**config.mk**
```make
export PLATFORM = sky130hd
export DESIGN_NAME = subsystem_reset_boot_handshake
export DESIGN_NICKNAME = d
export VERILOG_FILES = /design/src/design/subsys_boot_pkg.sv /design/src/design/pin_sync.sv /design/src/design/boot_cmd_decode.sv /design/src/design/subsystem_reset_boot_handshake.sv
export VERILOG_INCLUDE_DIRS = /design/src /design/src/design
export SDC_FILE = /design/constraint.sdc
export NUM_CORES = 1
export LEC_CHECK = 0
export CORE_UTILIZATION = 55
export CTS_CLUSTER_DIAMETER = 40
export DETAILED_ROUTE_END_ITERATION = 8
export DONT_BUFFER_PORTS = 1
export PLACE_DENSITY = 0.7
export SYNTH_ARGS = -nofsm -noshare
export SYNTH_HDL_FRONTEND = slang
export SYNTH_SLANG_ARGS = --single-unit
export TNS_END_PERCENT = 20
```
**constraint.sdc**
```tcl
create_clock -name clk_sys -period 1.9 [get_ports clk_sys]
set_input_delay 0.095 -clock clk_sys [delete_from_list [all_inputs] [get_ports clk_sys]]
set_output_delay 0.095 -clock clk_sys [all_outputs]
set_load 0.02 [all_outputs]
```
**src/design/subsys_boot_regs.svh**
```systemverilog
// constants for the subsystem reset and boot handshake block
`ifndef SUBSYS_BOOT_REGS_SVH
`define SUBSYS_BOOT_REGS_SVH
`define BOOT_CMD_W 32
`define BOOT_CMD_RAM 32'h0000_0001
`define BOOT_CMD_FLASH 32'h0000_0002
`define BOOT_CMD_SERIAL 32'h0000_0003
`define BOOT_CMD_SPI 32'h0000_0004
`define BOOT_CMD_I2C 32'h0000_0005
`define BOOT_CMD_PARALLEL 32'h0000_0006
`define BOOT_CMD_SPI_ALT 32'h0000_0007
`define WAKE_IRQ_NUM 2'h1
`define POR_TIME_NS 1000
`define CLK_PERIOD_NS 4
`define POR_CYCLES (`POR_TIME_NS / `CLK_PERIOD_NS)
`define POR_CNT_W 10
`define SYNC_DEPTH 3
`define REQ_HOLD_W 3
`define REQ_HOLD_CYCLES 3'h4
`endif

```
**src/design/subsys_boot_pkg.sv**
```systemverilog
// types for the subsystem reset and boot handshake block
package subsys_boot_pkg;
	typedef enum logic [3:0] {
		CB_RESET,
		CB_INIT,
		CB_IDLE,
		CB_WAIT_CMD,
		CB_LOAD,
		CB_BRANCH,
		CB_RUN
	} ctrl_boot_state_t;
	typedef enum logic [2:0] {
		SRC_NONE,
		SRC_RAM,
		SRC_FLASH,
		SRC_SERIAL,
		SRC_SPI,
		SRC_I2C,
		SRC_PARALLEL,
		SRC_SPI_ALT
	} boot_source_t;
	typedef enum logic [1:0] {
		PB_RESET,
		PB_LOAD,
		PB_RUN
	} prim_boot_state_t;
endpackage

```
**src/design/pin_sync.sv**
```systemverilog
// three-stage synchroniser with agreement filter for one pin
`timescale 1ns/1ps
`default_nettype none
module pin_sync (
	input wire logic clk_sys,
	input wire logic rst_b,
	input wire logic pinIn,
	output logic level
);
	logic [2:0] stage;
	logic [2:0] next_stage;
	logic next_level;
	always_comb begin
		next_stage = {stage[1:0], pinIn};
		next_level = level;
		// first stage is never looked at; only stages two and three vote
		if (stage[1] == stage[2]) begin
			next_level = stage[2];
		end
	end
	always_ff @(posedge clk_sys) begin
		if (!rst_b) begin
			stage <= 3'h0;
			level <= 1'b0;
		end else begin
			stage <= next_stage;
			level <= next_level;
		end
	end
endmodule
`default_nettype wire

```
**src/design/boot_cmd_decode.sv**
```systemverilog
// decodes a control boot-mode command into a boot source
`timescale 1ns/1ps
`default_nettype none
`include "subsys_boot_regs.svh"
module boot_cmd_decode (
	input wire logic [`BOOT_CMD_W-1:0] cmd,
	output subsys_boot_pkg::boot_source_t source,
	output logic valid
);
	import subsys_boot_pkg::*;
	always_comb begin
		valid = 1'b1;
		case (cmd)
			`BOOT_CMD_RAM: source = SRC_RAM;
			`BOOT_CMD_FLASH: source = SRC_FLASH;
			`BOOT_CMD_SERIAL: source = SRC_SERIAL;
			`BOOT_CMD_SPI: source = SRC_SPI;
			`BOOT_CMD_I2C: source = SRC_I2C;
			`BOOT_CMD_PARALLEL: source = SRC_PARALLEL;
			`BOOT_CMD_SPI_ALT: source = SRC_SPI_ALT;
			default: begin
				source = SRC_NONE;
				valid = 1'b0;
			end
		endcase
	end
endmodule
`default_nettype wire

```
**src/design/subsystem_reset_boot_handshake.sv**
```systemverilog
// reset merging, subsystem release and control boot command handshake
// Behaviour
// - primary boot branches to its application once the image is present
// - control boot parks idle; primary wake interrupt number 1 wakes it
// - control boot proceeds only through commands sent by the primary side
// - command 1 branches to control RAM entry point
// - command 2 branches to control flash entry point
// - command 3 loads over the asynchronous serial port
// - command 4 loads over SPI on default terminals
// - command 5 loads over I2C
// - command 6 loads in parallel over general-purpose pins
// - command 7 loads over SPI on alternate terminals
// - once control image resides, boot loader branches to it
// - after boot, further commands are still acknowledged and their source recorded, but start no new load or branch
// - power-on reset drives both reset pins low during power-up
// - during power-on reset, logic is reset and GPIO goes high impedance
// - watchdog and interrupt-controller resets merge with power-on onto digital pin
// - after power-up only the primary subsystem leaves reset
// - control and analog stay in reset until release bits written 1
// - both reset pins low together reset both; release together
`timescale 1ns/1ps
`default_nettype none
`include "subsys_boot_regs.svh"
module subsystem_reset_boot_handshake (
	input wire logic clk_sys,
	input wire logic rst_b,
	input wire logic analog_reset_pin_n_in,
	output logic analog_reset_pin_n_out,
	output logic analog_reset_pin_n_oe,
	input wire logic digital_reset_pin_n_in,
	output logic digital_reset_pin_n_out,
	output logic digital_reset_pin_n_oe,
	input wire logic intCtrlResetReq,
	input wire logic watchdog0ResetReq,
	input wire logic watchdog1ResetReq,
	input wire logic nmiWatchdogResetReq,
	input wire logic control_reset_release_bit,
	input wire logic analog_interface_reset_release_bit,
	input wire logic primaryImageReady,
	input wire logic primary_to_control_wake_interrupt,
	input wire logic [`BOOT_CMD_W-1:0] control_boot_mode_command_register,
	input wire logic controlCmdStrobe,
	input wire logic controlLoadDone,
	output logic primaryInReset,
	output logic controlInReset,
	output logic analogInReset,
	output logic gpioHighZ,
	output logic primaryRunning,
	output logic controlIdle,
	output logic controlRunning,
	output subsys_boot_pkg::boot_source_t control_boot_mode_value,
	output logic controlLoadActive,
	output logic controlBranch,
	output logic controlCmdAck
);
	import subsys_boot_pkg::*;

	////////////////////////////////////////////////////////////////////////
	// pin synchronisers
	logic analogPinLevel;
	logic digitalPinLevel;
	pin_sync u_sync_analog (
		.clk_sys(clk_sys),
		.rst_b(rst_b),
		.pinIn(analog_reset_pin_n_in),
		.level(analogPinLevel)
	);
	pin_sync u_sync_digital (
		.clk_sys(clk_sys),
		.rst_b(rst_b),
		.pinIn(digital_reset_pin_n_in),
		.level(digitalPinLevel)
	);

	////////////////////////////////////////////////////////////////////////
	// power-on reset counter and reset merging
	logic [`POR_CNT_W-1:0] porCount;
	logic [`POR_CNT_W-1:0] next_porCount;
	logic porActive;
	logic next_porActive;
	logic internalReq;
	logic next_digitalDrive;
	logic next_analogDrive;
	logic deviceReset;
	logic digitalDrive;
	logic analogDrive;
	logic [`REQ_HOLD_W-1:0] reqHold;
	logic [`REQ_HOLD_W-1:0] next_reqHold;

	assign internalReq = intCtrlResetReq | watchdog0ResetReq | watchdog1ResetReq
		| nmiWatchdogResetReq;
	// either pin low (including an outside party extending reset) resets all
	assign deviceReset = porActive | !analogPinLevel | !digitalPinLevel;

	always_comb begin
		next_porCount = porCount;
		next_porActive = porActive;
		next_reqHold = reqHold;
		// a one-cycle request would be filtered out by our own pin synchroniser
		if (internalReq) begin
			next_reqHold = `REQ_HOLD_CYCLES;
		end else if (reqHold != `REQ_HOLD_W'(0)) begin
			next_reqHold = reqHold - `REQ_HOLD_W'(1);
		end
		if (porActive) begin
			if (porCount == `POR_CNT_W'(`POR_CYCLES - 1)) begin
				next_porActive = 1'b0;
			end else begin
				next_porCount = porCount + `POR_CNT_W'(1);
			end
		end
		next_analogDrive = next_porActive;
		// merged requests ANDed (active low) with power-on reset onto digital pin
		next_digitalDrive = next_porActive | internalReq | (reqHold != `REQ_HOLD_W'(0));
	end
	always_ff @(posedge clk_sys) begin
		if (!rst_b) begin
			porCount <= `POR_CNT_W'(0);
			porActive <= 1'b1;
			reqHold <= `REQ_HOLD_W'(0);
			digitalDrive <= 1'b1;
			analogDrive <= 1'b1;
		end else begin
			porCount <= next_porCount;
			porActive <= next_porActive;
			reqHold <= next_reqHold;
			digitalDrive <= next_digitalDrive;
			analogDrive <= next_analogDrive;
		end
	end
	// open drain: only ever drive low
	assign analog_reset_pin_n_out = 1'b0;
	assign digital_reset_pin_n_out = 1'b0;
	assign analog_reset_pin_n_oe = analogDrive;
	assign digital_reset_pin_n_oe = digitalDrive;

	////////////////////////////////////////////////////////////////////////
	// subsystem release and primary boot
	prim_boot_state_t pState;
	prim_boot_state_t next_pState;
	logic next_controlInReset;
	logic next_analogInReset;
	logic next_primaryInReset;
	logic next_gpioHighZ;
	logic next_primaryRunning;

	always_comb begin
		next_pState = pState;
		next_primaryInReset = deviceReset;
		next_gpioHighZ = porActive;
		// release bits are levels; held released only while written 1
		next_controlInReset = deviceReset | !control_reset_release_bit;
		next_analogInReset = deviceReset | !analog_interface_reset_release_bit;
		case (pState)
			PB_RESET: begin
				if (!deviceReset) begin
					next_pState = PB_LOAD;
				end
			end
			PB_LOAD: begin
				if (primaryImageReady) begin
					next_pState = PB_RUN;
				end
			end
			PB_RUN: begin
				next_pState = PB_RUN;
			end
			default: begin
				next_pState = PB_RESET;
			end
		endcase
		if (deviceReset) begin
			next_pState = PB_RESET;
		end
		next_primaryRunning = (next_pState == PB_RUN);
	end
	always_ff @(posedge clk_sys) begin
		if (!rst_b) begin
			pState <= PB_RESET;
			primaryInReset <= 1'b1;
			controlInReset <= 1'b1;
			analogInReset <= 1'b1;
			gpioHighZ <= 1'b1;
			primaryRunning <= 1'b0;
		end else begin
			pState <= next_pState;
			primaryInReset <= next_primaryInReset;
			controlInReset <= next_controlInReset;
			analogInReset <= next_analogInReset;
			gpioHighZ <= next_gpioHighZ;
			primaryRunning <= next_primaryRunning;
		end
	end

	////////////////////////////////////////////////////////////////////////
	// control boot loader handshake
	boot_source_t decodedSource;
	logic decodedValid;
	boot_cmd_decode u_decode (
		.cmd(control_boot_mode_command_register),
		.source(decodedSource),
		.valid(decodedValid)
	);

	ctrl_boot_state_t cState;
	ctrl_boot_state_t next_cState;
	boot_source_t next_bootValue;
	logic next_controlIdle;
	logic next_controlRunning;
	logic next_controlLoadActive;
	logic next_controlBranch;
	logic next_controlCmdAck;
	logic cmdTaken;

	assign cmdTaken = controlCmdStrobe && decodedValid;

	always_comb begin
		next_cState = cState;
		next_bootValue = control_boot_mode_value;
		next_controlBranch = 1'b0;
		next_controlCmdAck = 1'b0;
		case (cState)
			CB_RESET: begin
				next_cState = CB_INIT;
			end
			CB_INIT: begin
				next_cState = CB_IDLE;
			end
			CB_IDLE: begin
				if (primary_to_control_wake_interrupt) begin
					next_cState = CB_WAIT_CMD;
				end
			end
			CB_WAIT_CMD: begin
				if (cmdTaken) begin
					next_bootValue = decodedSource;
					next_controlCmdAck = 1'b1;
					// RAM and flash already hold the image: branch at once
					if (decodedSource == SRC_RAM || decodedSource == SRC_FLASH) begin
						next_cState = CB_BRANCH;
					end else begin
						next_cState = CB_LOAD;
					end
				end
			end
			CB_LOAD: begin
				if (controlLoadDone) begin
					next_cState = CB_BRANCH;
				end
			end
			CB_BRANCH: begin
				next_controlBranch = 1'b1;
				next_cState = CB_RUN;
			end
			CB_RUN: begin
				// later commands are acknowledged for housekeeping
				if (cmdTaken) begin
					next_bootValue = decodedSource;
					next_controlCmdAck = 1'b1;
				end
			end
			default: begin
				next_cState = CB_RESET;
			end
		endcase
		if (controlInReset) begin
			next_cState = CB_RESET;
			next_bootValue = SRC_NONE;
			next_controlBranch = 1'b0;
			next_controlCmdAck = 1'b0;
		end
		next_controlIdle = (next_cState == CB_IDLE) || (next_cState == CB_WAIT_CMD);
		next_controlRunning = (next_cState == CB_RUN);
		next_controlLoadActive = (next_cState == CB_LOAD);
	end
	always_ff @(posedge clk_sys) begin
		if (!rst_b) begin
			cState <= CB_RESET;
			control_boot_mode_value <= SRC_NONE;
			controlIdle <= 1'b0;
			controlRunning <= 1'b0;
			controlLoadActive <= 1'b0;
			controlBranch <= 1'b0;
			controlCmdAck <= 1'b0;
		end else begin
			cState <= next_cState;
			control_boot_mode_value <= next_bootValue;
			controlIdle <= next_controlIdle;
			controlRunning <= next_controlRunning;
			controlLoadActive <= next_controlLoadActive;
			controlBranch <= next_controlBranch;
			controlCmdAck <= next_controlCmdAck;
		end
	end
endmodule
`default_nettype wire

```
==> reports/results.ini <==
[floorplanning]
dieArea_um2 = 3740
dieWidth_um = 61.2
core-area_um2 = 3340
start_util = 0.577
pin_count = 63
rows = 21
die_h_um = 61.2

[cells_and_area]
final_cell_mix = dfxtp_1, nand2_1, and2_1
design_area_um2 = 2120
synthToLayoutAreaGrowth_pct = 10.1
final_common_cell = dfxtp_1
drive_gt1_frac = 0.113
n_fill_cell = 280
final_nets = 253
fin_util = 0.635
regArea_um2 = 841
multi_input_area_um2 = 1020
num_antenna_cells = 0

[place]
globalplace.congestion = 0.792
portBuffers = 0
dp_hpwl_um = 2550
dpl_cell_area_um2 = 1950

[critical_path]
critPathMaxFanout = 3
crit_path_start_kind = input port
critPathRequiredTime_ns = 2.15
arrival_ns = 1.90
end_kind = register
critPathKind = input port to register

[cts]
cts-htree-levels = 2
clk_path_buf_depth = 2
cts-resized-gates = 0
cts_tree = done
root_buffer = clkbuf_4
path_clk_slew_ns = 0.13
numCtsBuffers = 5
clock_latency_ns = 0.36
cts_sinks = 42

[yosys]
syn_avg_cell_area_um2 = 10.2
syn_inst = 189
synth-main-ff-cell = dfxtp_1
ys_seq_area_frac = 0.437
yosys_warnings = 0
synth_cell_types = 51
synthArstFlopShare = 0
synth_area_um2 = 1920
synth_edf_count = 0
ys_ff_latch = 42

[pwr]
vdd_drop_max_v = 0.000450
seqPwrFrac = 0.633
p_comb_frac = 0.055
p_clk_frac = 0.312
power_w = 0.00143
cellLeakagePower_nw = 0.808
p_sw_w = 0.000347
p_int_w = 0.00108
p_per_area_nw_per_um2 = 674
switching_share = 0.243

[detailed_routing]
vias_per_cell = 5.57
drc = 0
drt_iter0_drc = 39
first_pass_iters = 4
wl_per_cell_um = 14.1
routed_wl_um = 3510
ant_nets = 0
vias = 1387

[global_route]
grt_pass1_wl_um = 5310
grt_pass1_vias = 1226
grtUsageTotal = 0.200
grt_antenna_before_repair = 0
grt.overflow.total = 0
grt_max_degree = 24

[sta]
clock.fmax_mhz = 605
post-route-min-period_ns = 1.65
tns_ns = 0
drv_slew = 0
slew_headroom = 0.582
setup_viol = 0
hold_violations = 0
rsz0062_at_grt = no
skew_ns = 0.0135
tightest_slew_ns = 0.626
post-route-period-util = 0.870

[status]
status = complete, no violations

[job]
max_cap_viol_count = 0

[worst_hold_path]
hp-class = input port to register

[registers in the layout (all words and copies together), names as in the netlist]
register                 count
u_sync_analog.level          1
u_sync_digital.stage         3
digital_reset_pin_n_oe       1
control_boot_mode_value      3
controlLoadActive            1
primaryInReset               1
controlIdle                  1
analogInReset                1
controlRunning               1
gpioHighZ                    1
analog_reset_pin_n_oe        1
reqHold                      3
pState                       2
controlCmdAck                1
controlInReset               1
cState                       4
primaryRunning               1
u_sync_digital.level         1
u_sync_analog.stage          3
porCount                    10
controlBranch                1
[power groups by stage]
stage	Clock [W]	Sequential (W)	Combinational, W
floorplan	0	0.000922	0.0000557
global placement	0	0.000924	0.0000526
detailed placement	0	0.000925	0.0000560
CTS	0.000462	0.000905	0.0000787
global route	0.000492	0.000907	0.0000880
finish	0.000445	0.000905	0.0000787
[per-stage QoR]
stage                     setup WS [ns]  std cells  hold WS, ns
after global routing              0.154        249       0.0265
after detailed placement          0.358        230        0.162
final                             0.248        249       0.0339
after global placement            0.443        230        0.158
after floorplan                   0.535        191        0.157
after CTS                         0.310        249       0.0106
[final timing paths]
kind                                                             start                         end  slack (ns)  depth (start not counted)
worst max-delay path                               nmiWatchdogResetReq      digital_reset_pin_n_oe        0.25                          5
worst min-delay path            control_boot_mode_command_register[30]  control_boot_mode_value[0]        0.03                          4
worst max register to register                               cState[0]  control_boot_mode_value[1]        0.33                          4
worst min register to register                 u_sync_digital.stage[0]     u_sync_digital.stage[1]        0.44                          1
[Yosys cell counts (all sizes together) (4+ instances only)]
cell,n,share of area
nor2,10,0.020
a21oi,4,0.010
inv,9,0.018
a21boi,6,0.023
nand3,4,0.017
nand2,15,0.029
dfxtp,42,0.44
and2,14,0.046
xor2,6,0.027
buf,4,0.014
ha,5,0.033
mux2i,5,0.026
xnor2,4,0.018
and3,4,0.013
nor4,9,0.079
o21ai,5,0.013
nand4,6,0.027
[logic make-up (layout without fill, tap and decap cells)]
| kind of cell | Yosys count | in the layout | synth area share |
|---|---|---|---|
| AOI/OAI and AO/OA | 26 | 26 | 0.0969 |
| xor gates and xnor gates | 10 | 10 | 0.0455 |
| adders and majority gates | 5 | 5 | 0.0325 |
| buffers and inverters | 16 | 28 | 0.0377 |
| DFF | 42 | 42 | 0.437 |
| muxes | 6 | 6 | 0.0319 |
| other | 1 | 3 | 0.00195 |
| and+or+nand+nor | 83 | 83 | 0.317 |
[critical path, cell delays in order]
cell and delay, ns:
dlygate4sd3_1 0.55, nor4_1 0.17, dlygate4sd3_1 0.61, nand2_1 0.09, or3b_1 0.39
[per-layer routing]
| metal | GRT usage | up-vias | routed length [µm] |
|---|---|---|---|
| li1 | - | 683 | - |
| met1 | 0.206 | 664 | 1440 |
| met2 | 0.359 | 30 | 1850 |
| met3 | 0.0735 | 10 | 132 |
| met4 | 0.0909 | 0 | 89 |
| met5 | 0 | - | 0 |
[cell type report]
cell class              instances  area share
inverters                       9      0.0159
clock buffers                   5      0.0177
flip-flops and latches         42       0.397
well taps                      46      0.0272
repair buffers                 11      0.0519
clock inverters                 3      0.0100
multi-input cells             133       0.481
[repair_timing]
action / CTS / global route
endpoints found under the hold margin: 30 / 0
endpoints found under the setup margin: 0 / 0
hold buffers: 11 / 0
buffers inserted: 0 / 0
No activity file was read; power rests on OpenSTA's default activity.
